**config.mk**
```make
export PLATFORM = sky130hd
export DESIGN_NAME = txq_top
export DESIGN_NICKNAME = d
export VERILOG_FILES = /design/src/pkg/txq_pkg.sv /design/src/txq_mmu.sv /design/src/txq_fifo.sv /design/src/txq_top.sv
export VERILOG_INCLUDE_DIRS = /design/src /design/src/pkg
export SDC_FILE = /design/constraint.sdc
export NUM_CORES = 1
export LEC_CHECK = 0
export ABC_AREA = 1
export BUFFER_PORTS_ARGS = -buffer_cell sky130_fd_sc_hd__buf_2
export CAP_MARGIN = 40
export CORE_MARGIN = 2
export CORE_UTILIZATION = 32
export CTS_CLUSTER_SIZE = 30
export DETAILED_ROUTE_END_ITERATION = 8
export SLEW_MARGIN = 20
export SYNTH_ARGS = -nofsm -noshare
export SYNTH_HDL_FRONTEND = slang
export SYNTH_SLANG_ARGS = --single-unit
```
**constraint.sdc**
```tcl
create_clock -name mclk -period 10.1 [get_ports mclk]
set_input_delay 0 -clock mclk [delete_from_list [all_inputs] [get_ports mclk]]
set_output_delay 0 -clock mclk [all_outputs]
set_load 0.02 [all_outputs]
```
**src/pkg/txq_cfg.svh**
```systemverilog
// Purpose: Offsets, field positions, reset values and counts of the transmit queue block
// Assumes: Word registers on a plain strobe port, 8-bit data
// Notes:   Included by the package and the design files
`ifndef TXQ_CFG_SVH
`define TXQ_CFG_SVH

// Register offsets
`define TXQ_OFS_MMU_CMD     4'h0
`define TXQ_OFS_ALLOC_RES   4'h1
`define TXQ_OFS_PKT_NUM     4'h2
`define TXQ_OFS_FIFO_PORTS  4'h3
`define TXQ_OFS_PTR         4'h4
`define TXQ_OFS_DATA        4'h5
`define TXQ_OFS_TX_CTRL     4'h6
`define TXQ_OFS_INT_STAT    4'h7
`define TXQ_OFS_INT_MASK    4'h8
`define TXQ_OFS_LINK_STAT   4'h9
`define TXQ_OFS_CTRL        4'hA

// Command codes in MMU command bits 7:5
`define TXQ_CMD_ALLOC       3'h1
`define TXQ_CMD_RELEASE     3'h5
`define TXQ_CMD_ENQUEUE     3'h6

// Interrupt status and mask bit positions
`define TXQ_INT_TX          0
`define TXQ_INT_ALLOC       1
`define TXQ_INT_DRAINED     2

// Control bits
`define TXQ_TCR_TXEN_BIT    0
`define TXQ_CTRL_AUTOREL    0
`define TXQ_CTRL_HALFDUP    1

// Allocation result fail bit
`define TXQ_ALLOC_FAIL_BIT  7

// Reset values
`define TXQ_RST_CTRL        8'h01
`define TXQ_RST_MASK        8'h00
`define TXQ_RST_TCR         8'h00

// Packet numbers, pages, fifo depth
`define TXQ_PN_W            3
`define TXQ_NPKT            8
`define TXQ_PAGE_BYTES      256
`define TXQ_NPAGES          16
`define TXQ_FIFO_DEPTH      8

`endif

```
**src/pkg/txq_pkg.sv**
```systemverilog
// Purpose: Types of the transmit queue block
// Assumes: txq_cfg.svh holds the numbers
// Notes:   None
`include "txq_cfg.svh"
package txq_pkg;
  typedef logic [`TXQ_PN_W-1:0] txq_pn_t;
  typedef logic [7:0]           txq_byte_t;
  typedef enum logic [1:0] {TXQ_IDLE, TXQ_SEND, TXQ_DONE} txq_state_t;
endpackage

```
**src/txq_mmu.sv**
```systemverilog
// Purpose: Packet number and page allocator
// Assumes: One allocate and one release per cycle at most
// Notes:   Pages counted only, not placed
`timescale 1ns/100ps
`default_nettype none
`include "txq_cfg.svh"
module txq_mmu (
  // Clock and reset
  input  wire logic            mclk,
  input  wire logic            rst,
  // Allocate
  input  wire logic            alloc_req,
  input  wire logic [7:0]      alloc_pages,
  output logic                 alloc_ok,
  output logic                 alloc_fail,
  output txq_pkg::txq_pn_t     alloc_pn,
  // Release
  input  wire logic            rel_req,
  input  wire txq_pkg::txq_pn_t rel_pn,
  // Status
  output logic [7:0]           free_pages
);
  import txq_pkg::*;

  logic [`TXQ_NPKT-1:0] used_r;
  logic [7:0]           pages_r [`TXQ_NPKT];
  logic [7:0]           free_r;
  logic                 found;
  txq_pn_t              first_free;
  logic                 fits;
  logic [7:0]           rel_cnt;

  always_comb begin
    found      = 1'b0;
    first_free = '0;
    for (int i = `TXQ_NPKT-1; i >= 0; i--) begin
      if (!used_r[i]) begin
        found      = 1'b1;
        first_free = txq_pn_t'(i);
      end
    end
  end

  assign fits       = found && (alloc_pages <= free_r);
  assign rel_cnt    = (rel_req && used_r[rel_pn]) ? pages_r[rel_pn] : 8'h00;
  assign alloc_ok   = alloc_req && fits;
  assign alloc_fail = alloc_req && !fits;
  assign alloc_pn   = first_free;
  assign free_pages = free_r;

  always_ff @(posedge mclk) begin
    if (rst) begin
      used_r <= '0;
      free_r <= 8'(`TXQ_NPAGES);
    end else begin
      free_r <= free_r + rel_cnt - (alloc_ok ? alloc_pages : 8'h00);
      if (rel_req)
        used_r[rel_pn] <= 1'b0;
      if (alloc_ok) begin
        used_r[first_free]  <= 1'b1;
        pages_r[first_free] <= alloc_pages;
      end
    end
  end
endmodule
`default_nettype wire

```
**src/txq_fifo.sv**
```systemverilog
// Purpose: Packet number FIFO in flip-flops
// Assumes: Push to full and pop from empty are ignored
// Notes:   Depth fixed
`timescale 1ns/100ps
`default_nettype none
`include "txq_cfg.svh"
module txq_fifo (
  // Clock and reset
  input  wire logic             mclk,
  input  wire logic             rst,
  // Push side
  input  wire logic             push,
  input  wire txq_pkg::txq_pn_t push_pn,
  // Pop side
  input  wire logic             pop,
  output txq_pkg::txq_pn_t      head_pn,
  // Status
  output logic                  empty,
  output logic                  full
);
  import txq_pkg::*;

  txq_pn_t    mem_r [`TXQ_FIFO_DEPTH];
  logic [2:0] wp_r;
  logic [2:0] rp_r;
  logic [3:0] cnt_r;
  logic       do_push;
  logic       do_pop;

  assign empty   = (cnt_r == 4'h0);
  assign full    = (cnt_r == 4'(`TXQ_FIFO_DEPTH));
  assign do_push = push && !full;
  assign do_pop  = pop && !empty;
  assign head_pn = mem_r[rp_r];

  always_ff @(posedge mclk) begin
    if (rst) begin
      wp_r  <= 3'h0;
      rp_r  <= 3'h0;
      cnt_r <= 4'h0;
    end else begin
      if (do_push) begin
        mem_r[wp_r] <= push_pn;
        wp_r        <= wp_r + 3'h1;
      end
      if (do_pop)
        rp_r <= rp_r + 3'h1;
      cnt_r <= cnt_r + {3'h0, do_push} - {3'h0, do_pop};
    end
  end
endmodule
`default_nettype wire

```
**src/txq_top.sv**
```systemverilog
// Purpose: Transmit queue with automatic release, register port and interrupt
// Assumes: MAC gives one done pulse with ok or fail per started packet
// Notes:   Packet data storage is outside; pointer and data writes are forwarded
// Function
// - Allocate command asks the memory manager for command bits 4:0 plus one pages.
// - Successful allocation sets the allocation-done flag.
// - Allocation interrupt only reaches the output when its mask bit is set.
// - Allocated packet number is shown in the allocation result register.
// - Enqueue pushes the packet number register into the transmit FIFO.
// - Packet goes to MAC only with transmit enable, and deferral in half duplex.
// - Automatic release frees pages of each packet that completes without failure, unless a release command is written in the same cycle.
// - Queue drained interrupt rises when the enqueued sequence has finished.
// - Failure sets transmit flag, clears transmit enable, stops sequence.
// - FIFO ports register shows the completion FIFO head, or the last failed packet number while that FIFO is empty.
// - Transmit flag stays set while the completion FIFO holds an entry.
// - Drained flag stays set while the transmit FIFO is empty and the sequencer is idle.
// - With automatic release, good packets skip the completion FIFO.
`timescale 1ns/100ps
`default_nettype none
`include "txq_cfg.svh"
module txq_top (
  // Clock and reset
  input  wire logic             mclk,
  input  wire logic             rst,
  // Register port
  input  wire logic [3:0]       reg_addr,
  input  wire logic [7:0]       reg_wdata,
  input  wire logic             reg_wr,
  input  wire logic             reg_rd,
  output logic [7:0]            reg_rdata,
  // Packet buffer access
  output logic                  buf_wr,
  output logic [7:0]            buf_ptr,
  output logic [7:0]            buf_wdata,
  // MAC side
  input  wire logic             defer_ok,
  input  wire logic [7:0]       link_layer_status,
  output logic                  mac_start,
  output txq_pkg::txq_pn_t      mac_pn,
  input  wire logic             mac_done,
  input  wire logic             mac_fail,
  // Interrupt
  output logic                  irq
);
  import txq_pkg::*;

  txq_state_t state_r;
  txq_state_t state_nxt;
  txq_byte_t  transmit_control_reg_r;
  txq_byte_t  ctrl_r;
  txq_byte_t  mask_r;
  txq_byte_t  alloc_res_r;
  txq_pn_t    pkt_num_r;
  txq_pn_t    fail_pn_r;
  txq_pn_t    cur_pn_r;
  logic [7:0] ptr_r;
  logic       alloc_done_r;
  logic [7:0] bufp_r;
  logic [7:0] rdata_r;
  logic [7:0] bufd_r;
  logic       bufw_r;
  logic       defer_s1_r;
  logic       defer_s2_r;

  // Decode
  wire        wr_cmd     = reg_wr && (reg_addr == `TXQ_OFS_MMU_CMD);
  wire [2:0]  cmd        = reg_wdata[7:5];
  wire        cmd_alloc  = wr_cmd && (cmd == `TXQ_CMD_ALLOC);
  wire        cmd_rel    = wr_cmd && (cmd == `TXQ_CMD_RELEASE);
  wire        cmd_enq    = wr_cmd && (cmd == `TXQ_CMD_ENQUEUE);
  wire        wr_pnr     = reg_wr && (reg_addr == `TXQ_OFS_PKT_NUM);
  wire        wr_ptr     = reg_wr && (reg_addr == `TXQ_OFS_PTR);
  wire        wr_data    = reg_wr && (reg_addr == `TXQ_OFS_DATA);
  wire        wr_tcr     = reg_wr && (reg_addr == `TXQ_OFS_TX_CTRL);
  wire        wr_stat    = reg_wr && (reg_addr == `TXQ_OFS_INT_STAT);
  wire        wr_mask    = reg_wr && (reg_addr == `TXQ_OFS_INT_MASK);
  wire        wr_ctrl    = reg_wr && (reg_addr == `TXQ_OFS_CTRL);
  wire        auto_rel   = ctrl_r[`TXQ_CTRL_AUTOREL];
  wire        half_dup   = ctrl_r[`TXQ_CTRL_HALFDUP];
  wire        tx_en      = transmit_control_reg_r[`TXQ_TCR_TXEN_BIT];

  // Command bits 4:0 hold the page count minus one
  wire [7:0]  req_pages  = reg_wdata[4:0] + 8'h01;

  // Memory manager
  logic       alloc_ok;
  logic       alloc_fail;
  txq_pn_t    alloc_pn;
  logic [7:0] free_pages;
  logic       mmu_rel;
  txq_pn_t    mmu_rel_pn;

  // MAC completion decode
  wire        tx_done_ok   = (state_r == TXQ_SEND) && mac_done && !mac_fail;
  wire        tx_done_bad  = (state_r == TXQ_SEND) && mac_done && mac_fail;

  wire        auto_free    = tx_done_ok && auto_rel;
  wire        to_compl     = (tx_done_ok && !auto_rel) || tx_done_bad;

  // Release by software has priority; auto free is a one-cycle event
  assign mmu_rel    = cmd_rel || auto_free;
  assign mmu_rel_pn = cmd_rel ? pkt_num_r : cur_pn_r;

  txq_mmu u_mmu (
    .mclk        (mclk),
    .rst         (rst),
    .alloc_req   (cmd_alloc),
    .alloc_pages (req_pages),
    .alloc_ok    (alloc_ok),
    .alloc_fail  (alloc_fail),
    .alloc_pn    (alloc_pn),
    .rel_req     (mmu_rel),
    .rel_pn      (mmu_rel_pn),
    .free_pages  (free_pages)
  );

  // Transmit queue
  logic       txf_empty;
  logic       txf_full;
  txq_pn_t    txf_head;
  wire        start_ok   = (state_r == TXQ_IDLE) && !txf_empty && tx_en
                           && (!half_dup || defer_s2_r);

  txq_fifo u_txf (
    .mclk    (mclk),
    .rst     (rst),
    .push    (cmd_enq),
    .push_pn (pkt_num_r),
    .pop     (start_ok),
    .head_pn (txf_head),
    .empty   (txf_empty),
    .full    (txf_full)
  );

  // Completion queue, acknowledged by writing one to the transmit status bit
  logic       cf_empty;
  logic       cf_full;
  txq_pn_t    cf_head;
  wire        cf_ack = wr_stat && reg_wdata[`TXQ_INT_TX];

  txq_fifo u_cf (
    .mclk    (mclk),
    .rst     (rst),
    .push    (to_compl),
    .push_pn (cur_pn_r),
    .pop     (cf_ack),
    .head_pn (cf_head),
    .empty   (cf_empty),
    .full    (cf_full)
  );

  wire        tx_flag      = !cf_empty;
  wire        drained_flag = txf_empty && (state_r == TXQ_IDLE);
  wire [7:0]  int_stat     = {5'h00, drained_flag, alloc_done_r, tx_flag};
  assign irq = |(int_stat & mask_r);

  always_comb begin
    state_nxt = state_r;
    unique case (state_r)
      TXQ_IDLE: if (start_ok) state_nxt = TXQ_SEND;
      TXQ_SEND: if (mac_done) state_nxt = TXQ_DONE;
      TXQ_DONE: state_nxt = TXQ_IDLE;
      default:  state_nxt = TXQ_IDLE;
    endcase
  end

  // Read mux; unmapped offsets read zero
  wire [7:0] rd_mux =
    (reg_addr == `TXQ_OFS_ALLOC_RES)  ? alloc_res_r :
    (reg_addr == `TXQ_OFS_PKT_NUM)    ? {5'h00, pkt_num_r} :
    (reg_addr == `TXQ_OFS_FIFO_PORTS) ? {txf_empty, 4'h0, (cf_empty ? fail_pn_r : cf_head)} :
    (reg_addr == `TXQ_OFS_PTR)        ? ptr_r :
    (reg_addr == `TXQ_OFS_TX_CTRL)    ? transmit_control_reg_r :
    (reg_addr == `TXQ_OFS_INT_STAT)   ? int_stat :
    (reg_addr == `TXQ_OFS_INT_MASK)   ? mask_r :
    (reg_addr == `TXQ_OFS_LINK_STAT)  ? link_layer_status :
    (reg_addr == `TXQ_OFS_CTRL)       ? ctrl_r : 8'h00;

  // Two flip-flops: deferral comes from outside this clock domain
  always_ff @(posedge mclk) begin
    if (rst) begin
      defer_s1_r <= 1'b0;
      defer_s2_r <= 1'b0;
    end else begin
      defer_s1_r <= defer_ok;
      defer_s2_r <= defer_s1_r;
    end
  end

  always_ff @(posedge mclk) begin
    if (rst) begin
      state_r  <= TXQ_IDLE;
      cur_pn_r <= '0;
    end else begin
      state_r <= state_nxt;
      if (start_ok)
        cur_pn_r <= txf_head;
    end
  end

  always_ff @(posedge mclk) begin
    if (rst) begin
      transmit_control_reg_r <= `TXQ_RST_TCR;
    end else if (tx_done_bad) begin
      transmit_control_reg_r[`TXQ_TCR_TXEN_BIT] <= 1'b0;
    end else if (wr_tcr) begin
      transmit_control_reg_r <= reg_wdata;
    end
  end

  always_ff @(posedge mclk) begin
    if (rst)
      alloc_done_r <= 1'b0;
    else if (alloc_ok)
      alloc_done_r <= 1'b1;
    else if (wr_stat && reg_wdata[`TXQ_INT_ALLOC])
      alloc_done_r <= 1'b0;
  end

  // result register
  // A refused request shows the fail bit, so a poller never takes a stale number
  always_ff @(posedge mclk) begin
    if (rst)
      alloc_res_r <= 8'h80;
    else if (alloc_ok)
      alloc_res_r <= {5'h00, alloc_pn};
    else if (alloc_fail)
      alloc_res_r <= 8'h80;
  end

  always_ff @(posedge mclk) begin
    if (rst) begin
      ctrl_r <= `TXQ_RST_CTRL;
      mask_r <= `TXQ_RST_MASK;
    end else begin
      if (wr_ctrl)
        ctrl_r <= reg_wdata;
      if (wr_mask)
        mask_r <= reg_wdata;
    end
  end

  always_ff @(posedge mclk) begin
    if (rst)
      pkt_num_r <= '0;
    else if (wr_pnr)
      pkt_num_r <= reg_wdata[`TXQ_PN_W-1:0];
  end

  // pointer then data
  // Each data write steps the pointer, so a block move needs one pointer write
  always_ff @(posedge mclk) begin
    if (rst)
      ptr_r <= 8'h00;
    else if (wr_ptr)
      ptr_r <= reg_wdata;
    else if (wr_data)
      ptr_r <= ptr_r + 8'h01;
  end

  always_ff @(posedge mclk) begin
    if (rst)
      fail_pn_r <= '0;
    else if (tx_done_bad)
      fail_pn_r <= cur_pn_r;
  end

  always_ff @(posedge mclk) begin
    if (rst) begin
      rdata_r <= 8'h00;
      bufw_r  <= 1'b0;
      bufd_r  <= 8'h00;
      bufp_r  <= 8'h00;
    end else begin
      rdata_r <= reg_rd ? rd_mux : 8'h00;
      bufw_r  <= wr_data;
      bufd_r  <= reg_wdata;
      bufp_r  <= ptr_r;
    end
  end

  assign reg_rdata = rdata_r;
  assign buf_wr    = bufw_r;
  assign buf_wdata = bufd_r;
  assign buf_ptr   = bufp_r;
  assign mac_start = (state_r == TXQ_SEND);
  assign mac_pn    = cur_pn_r;
endmodule
`default_nettype wire

```
## Yosys cells after proc, flatten, opt, wreduce, memory -nomap -nowiden

Memory sizes are Yosys's and may differ from the RTL's. A register that Yosys moved wholly into a read port is not among the register bits.
Cells that the tools add are included.
W data, S select, Z words.

- Add/sub/neg operators: 12
- Multiplexer cells: 58
- Bitwise gates (word level): 6
- Reductions and logical operators: 56
- Equal/unequal tests: 18
- Magnitude comparators: 5

Operators with widths:

| kind | number |
|---|---|
| $mux W8 | 17 |
| $mux W3 | 12 |
| $logic_and A1 B1 Y1 | 32 |
| $mux W1 | 22 |
| $eq A4 B4 Y1 const B | 5 |
| $eq A4 B3 Y1 const B | 4 |
| $add A3 B1 Y3 const B | 4 |
| $logic_not A4 Y1 | 3 |
| $add A4 B1 Y4 | 2 |
| $add A8 B1 Y8 const B | 1 |
| $add A8 B8 Y8 | 1 |
| $and A3 B8 Y8 | 1 |
| $and A8 B8 Y8 | 1 |
| $eq A4 B2 Y1 const B | 2 |
| $le A6 B8 Y1 | 1 |
| $logic_not A1 Y1 | 8 |
| $lt A3 B4 Y1 const B | 2 |
| $not A8 Y8 | 1 |
| $or A8 B8 Y8 | 1 |
| $reduce_or A8 Y1 | 1 |
| $sub A4 B1 Y4 | 2 |
| $sub A8 B8 Y8 | 1 |
| $add A5 B1 Y6 const B | 1 |
| $demux W1 S3 | 2 |
| other kinds (17) | 28 |

- Memories: 3
- Output and inout bits: 30
- Word-level logic and storage cells: 183
- Register bits: 108
- RAM bits: 96

Memories:

| name | words | width | rd ports | clocked after memory_dff | write ports | RTL line | text |
|---|---|---|---|---|---|---|---|
| u_mmu.pages_r | 8 | 6 | 1 | 0 | 1 | txq_mmu.sv:26 | `` logic [7:0] pages_r [`TXQ_NPKT]; `` |
| u_cf.mem_r | 8 | 3 | 1 | 1 | 1 | txq_fifo.sv:23 | `` txq_pn_t mem_r [`TXQ_FIFO_DEPTH]; `` |
| u_txf.mem_r | 8 | 3 | 1 | 1 | 1 | txq_fifo.sv:23 |  |

## Depth between registers and ports, before layout

- Depth after elaboration: 14
- Depth in mapped cells: 26
- Gate-level depth less buffers: 26

## Hierarchy

A second synthesis with hierarchy kept.

- Cell total of the unflattened synthesis: 1269
- Area total of the unflattened synthesis: 10943.0 µm²

Modules (own cells, without submodules):

| module | area an instance (µm²) | instances | cells an instance |
|---|---|---|---|
| txq_mmu | 4032.6 | 1 | 411 |
| txq_fifo | 1830.5 | 2 | 206 |
| txq_top | 3249.4 | 1 | 446 |

## Worst setup path after synthesis

OpenSTA, ideal clock, no wires.

- Kind: in2reg
- Start: input port reg_wdata[0]
- End: register u_mmu.free_r[6] (netlist: u_mmu.free_pages[6])
- Stages: 23
- Buffers on the path: 0
- Slack: 6.640 ns
- Data arrival time: 3.341 ns
- Required time: 9.980 ns
- Path through: ha_1 -> nand2_1 -> inv_1 -> nand2_1 -> xor2_1 -> inv_1 -> ha_1 -> a21o_1 -> a21oi_1 -> o21ai_0 -> a21oi_4 -> nand2_1 -> nor2_1 -> fa_1 -> fa_1 -> nor2_1 -> o21ai_0 -> nand2_1 -> nand2_1 -> nand2_1 -> a21oi_1 -> o21ai_0 -> a21oi_1

- Word-level cells in the longest chain between the ends: 6

Ends and longest elaborated chain:

| item | RTL line | text |
|---|---|---|
| start, declared | txq_top.sv:27 | `input wire logic [7:0] reg_wdata,` |
| $add A5 B1 Y6 * | txq_top.sv:83 | `wire [7:0] req_pages = reg_wdata[4:0] + 8'h01;` |
| named net req_pages[4] | txq_top.sv:83 |  |
| $le A6 B8 Y1 | txq_mmu.sv:44 | `assign fits = found && (alloc_pages <= free_r);` |
| $logic_and A1 B1 Y1 | txq_mmu.sv:44 |  |
| $logic_and A1 B1 Y1 | txq_mmu.sv:46 | `assign alloc_ok = alloc_req && fits;` |
| $mux W6 * | txq_mmu.sv:56 | `free_r <= free_r + rel_cnt - (alloc_ok ? alloc_pages : 8'h00);` |
| $sub A8 B8 Y8 * | txq_mmu.sv:56 |  |
| end signal, assigned | txq_mmu.sv:54 | `` free_r <= 8'(`TXQ_NPAGES); `` |
| end signal, assigned | txq_mmu.sv:56 |  |
| end, declared | txq_mmu.sv:27 | `logic [7:0] free_r;` |

Mark *: on every way through the listed nets, which the timed path passes. The rest lies on a longest branch.
A chain may end at the register's enable or synchronous reset.

## Final worst setup path

Ends and elaborated chain as after synthesis.

==> metrics.md <==
| Metric | Value |
|---|---|
| Final wirelength | `roughly 24000 µm` |
| GP Congestion | `0.888` |
| Max FO, Critical Path | `9` |
| I/O pin count | `57` |
| P_int | `0.00139 W` |
| Top cells by area, synth | `edfxtp_1, dfxtp_1, nand2_1` |
| Antenna Nets Post-Route | `0` |
| Finished Layout Cells | `roughly 1.6k` |
| Pre-CTS setup slack | `5980 ps` |
| Vias in the first global route | `7225` |
| GRT overflow | `0` |
| Worst path arrival time | `4710 ps` |
| Yosys top cell area share | `0.296` |
| Period minus WS final | `4260 ps` |
| Share of layout cells above drive strength 1 | `0.107` |
| NetSw | `between 0.0004 and 0.0005 W` |
| Number of port buffers | `56` |
| Fmax | `~230 MHz` |
| Final hold violation count | `0` |
| Number of synthesized register bits | `210` |
| Unrepaired setup endpoints after global routing | `no` |
| Via count | `7667` |
| Period utilization | `0.422` |
| Placed insts | `~1.5k` |
| Die width | `178 µm` |
| Longest Clk Path Bufs | `3` |
| Post-DP HPWL | `approximately 17000 µm` |
| Clock power share | `0.426` |
| Core Area | `0.0298 mm²` |
| Total Power | `roughly 0.0018 W` |
| Post-CTS Resized | `0` |
| Largest net degree at the start of global routing | `60` |
| Clk sinks | `between 200 and 250` |
| Rel. slew slack | `0.486` |
| Yosys warnings | `0` |
| Commonest register cell after synthesis | `dfxtp_1` |
| CTS tree | `yes` |
| # nets final | `1250` |
| Crit path kind | `primary input to flip-flop` |
| Area leader, netlist | `edfxtp_1` |
| Class of the worst hold path | `primary input to flip-flop` |
| Worst vdd ir | `0.123 mV` |
| Sequential share of power | `0.497` |
| Clock latency on the worst-skew pair | `510 ps` |
| Initial Utilization | `0.327` |
| TNS Setup | `0 ps` |
| Initial antenna violation count | `0` |
| Die Ht | `178 µm` |
| Vias/cell | `4.83` |
| Die area | `0.0318 mm²` |
| Register area share after synthesis | `0.531` |
| DRC | `0` |
| Wire per inst | `15.2 µm` |
| CTS root buf | `clkbuf_16` |
| Clk pin slew, worst setup/hold paths | `60 ps` |
| Setup WS post-layout | `roughly 5800 ps` |
| DRT iter0 DRCs | `between 500 and 600` |
| Core Rows | `63` |
| Max Cap Violations | `0` |
| Slew @ Worst Pin | `768 ps` |
| Synth async-reset ratio | `0` |
| Syn Area/Cell | `8.79 µm²` |
| Layout Area Growth over Synthesis | `15.9%` |
| Post-synthesis cell type count | `48` |
| H-tree Lvls | `1` |
| Final core occ | `0.378` |
| Clk_skew | `~12 ps` |
| CP startpoint kind | `primary input` |
| EDFF count, synth | `96` |
| Cell area after synthesis | `0.00973 mm²` |
| Ant diodes | `0` |
| Leak | `4.49 nW` |
| Synth Instances | `1107` |
| Number of buffers created by CTS | `22` |
| Pwr dens | `roughly 160 mW/mm²` |
| Outcome | `complete, no violations` |
| Total GRT Usage | `0.152` |
| Endpoint type of the worst setup path | `flip-flop` |
| Pins over their slew limit | `0` |
| First-pass GRT wire length | `38200 µm` |
| DR pass1 iterations | `5` |
| Comb power frac | `0.077` |
| Sw frac | `0.236` |
| Post-Syn Nets | `1175` |
| Setup violations, final | `0` |
| Req. time, crit path | `10540 ps` |
-- metal layers --
metal | vias to the layer above | part of all wire | global-route usage
met5 | - | 0 | 0
met4 | 0 | 0.019 | 0.0335
met3 | 36 | 0.060 | 0.0241
met2 | 221 | 0.45 | 0.247
met1 | 3558 | 0.47 | 0.212
li1 | 3852 | - | -
-- final timing paths --
kind                start                   to  slack [ps]  cells past startpoint
max          reg_wdata[0]  u_mmu.free_pages[6]        5840                     27
min           reg_addr[1]         alloc_done_r          30                      4
max reg2reg  pkt_num_r[0]  u_mmu.free_pages[6]        6340                     19
min reg2reg    defer_s1_r           defer_s2_r         460                      2
-- synthesized netlist by cell type, types with 8 or more instances --
library cell,instances
nand2_1,209
inv_1,146
nor2_1,117
dfxtp_1,114
edfxtp_1,96
o21ai_0,71
nand3_1,70
a21oi_1,67
ha_1,33
nor3_1,23
o211ai_1,20
clkbuf_1,17
o21ai_1,9
fa_1,8
-- stage by stage --
step           instance area (µm²)  hold slack (ps)
5_1_grt                      11300             47.4
3_5_place_dp                 10400              221
3_3_place_gp                 10400              222
2_1_floorplan                 9730              107
4_1_cts                      11300             14.1
6_report                     11300             31.2
-- final cells by class --
| class | instances | area [µm²] |
|---|---|---|
| Inverter | 154 | 578 |
| Clock buffer | 26 | 587 |
| Multi-Input combinational cell | 715 | 3860 |
| Clock inverter | 13 | 93.8 |
| Tap cell | 390 | 488 |
| Sequential cell | 210 | 5160 |
| Fill cell | 3025 | 18500 |
| Timing Repair Buffer | 79 | 503 |
-- power groups by stage --
stage                     clock network, W  registers, W   logic, W
after floorplan                          0      0.000924  0.0000895
after global placement                   0      0.000922   0.000131
after detailed placement                 0      0.000922   0.000132
after CTS                         0.000787      0.000903   0.000140
after global routing              0.000822      0.000904   0.000159
final                             0.000773      0.000903   0.000140
-- placed cells by master, fill, tap and decap left out, types with 23 or more instances in the layout --
cell       count
a21oi_1       67
buf_2         56
clkbuf_16     23
dfxtp_1      114
edfxtp_1      96
ha_1          33
inv_1        146
nand2_1      209
nand3_1       70
nor2_1       117
nor3_1        23
o21ai_0       71
-- critical path, stage by stage --
cell and delay [ps]:
dlygate4sd3_1 540, buf_2 190, ha_1 220, nand2_1 70, inv_1 50, nand2_1 70
xor2_1 220, inv_1 200, ha_1 340, a21o_1 160, a21oi_1 110, o21ai_0 190
a21oi_4 250, nand2_1 200, nor3_1 250, fa_1 450, inv_1 70, ha_1 220
inv_1 110, nor2_1 50, o21ai_0 150, nand2_1 80, nand2_1 80, nand2_1 60
a21oi_1 160, o21ai_0 90, a21oi_1 140
-- registers in the layout (all words and copies together), names as in the netlist, 2 cells and up, named ones only --
| signal | cells |
|---|---|
| u_cf.rp_r | 3 |
| u_cf.wp_r | 3 |
| ctrl_r | 8 |
| u_txf.mem_r | 24 |
| fail_pn_r | 3 |
| reg_rdata | 8 |
| u_mmu.pages_r | 48 |
| u_mmu.used_r | 8 |
| alloc_res_r | 4 |
| ptr_r | 8 |
| pkt_num_r | 3 |
| u_cf.cnt_r | 4 |
| u_txf.cnt_r | 4 |
| state_r | 2 |
| mac_pn | 3 |
| transmit_control_reg_r | 8 |
| u_txf.wp_r | 3 |
| buf_ptr | 8 |
| u_mmu.free_pages | 8 |
| u_cf.mem_r | 24 |
| u_txf.rp_r | 3 |
| mask_r | 8 |
| buf_wdata | 8 |
-- what timing repair did --
item,4_1_cts,5_1_grt
endpoints found under the setup margin,0,0
endpoints found under the hold margin,49,0
hold buffers,20,0
setup buffers,0,0
-- cell families after synthesis --
family	Yosys count	synth area share
XOR/XNOR	7	0.00630
adder cells (fa/ha/maj)	41	0.0589
AO/OA/AOI/OAI	204	0.120
AND/OR/NAND/NOR	460	0.209
flip-flops	210	0.531
buffers and inverters	182	0.0725
multiplexers	3	0.00309
Note: power is estimated with default switching activity, not from simulation.
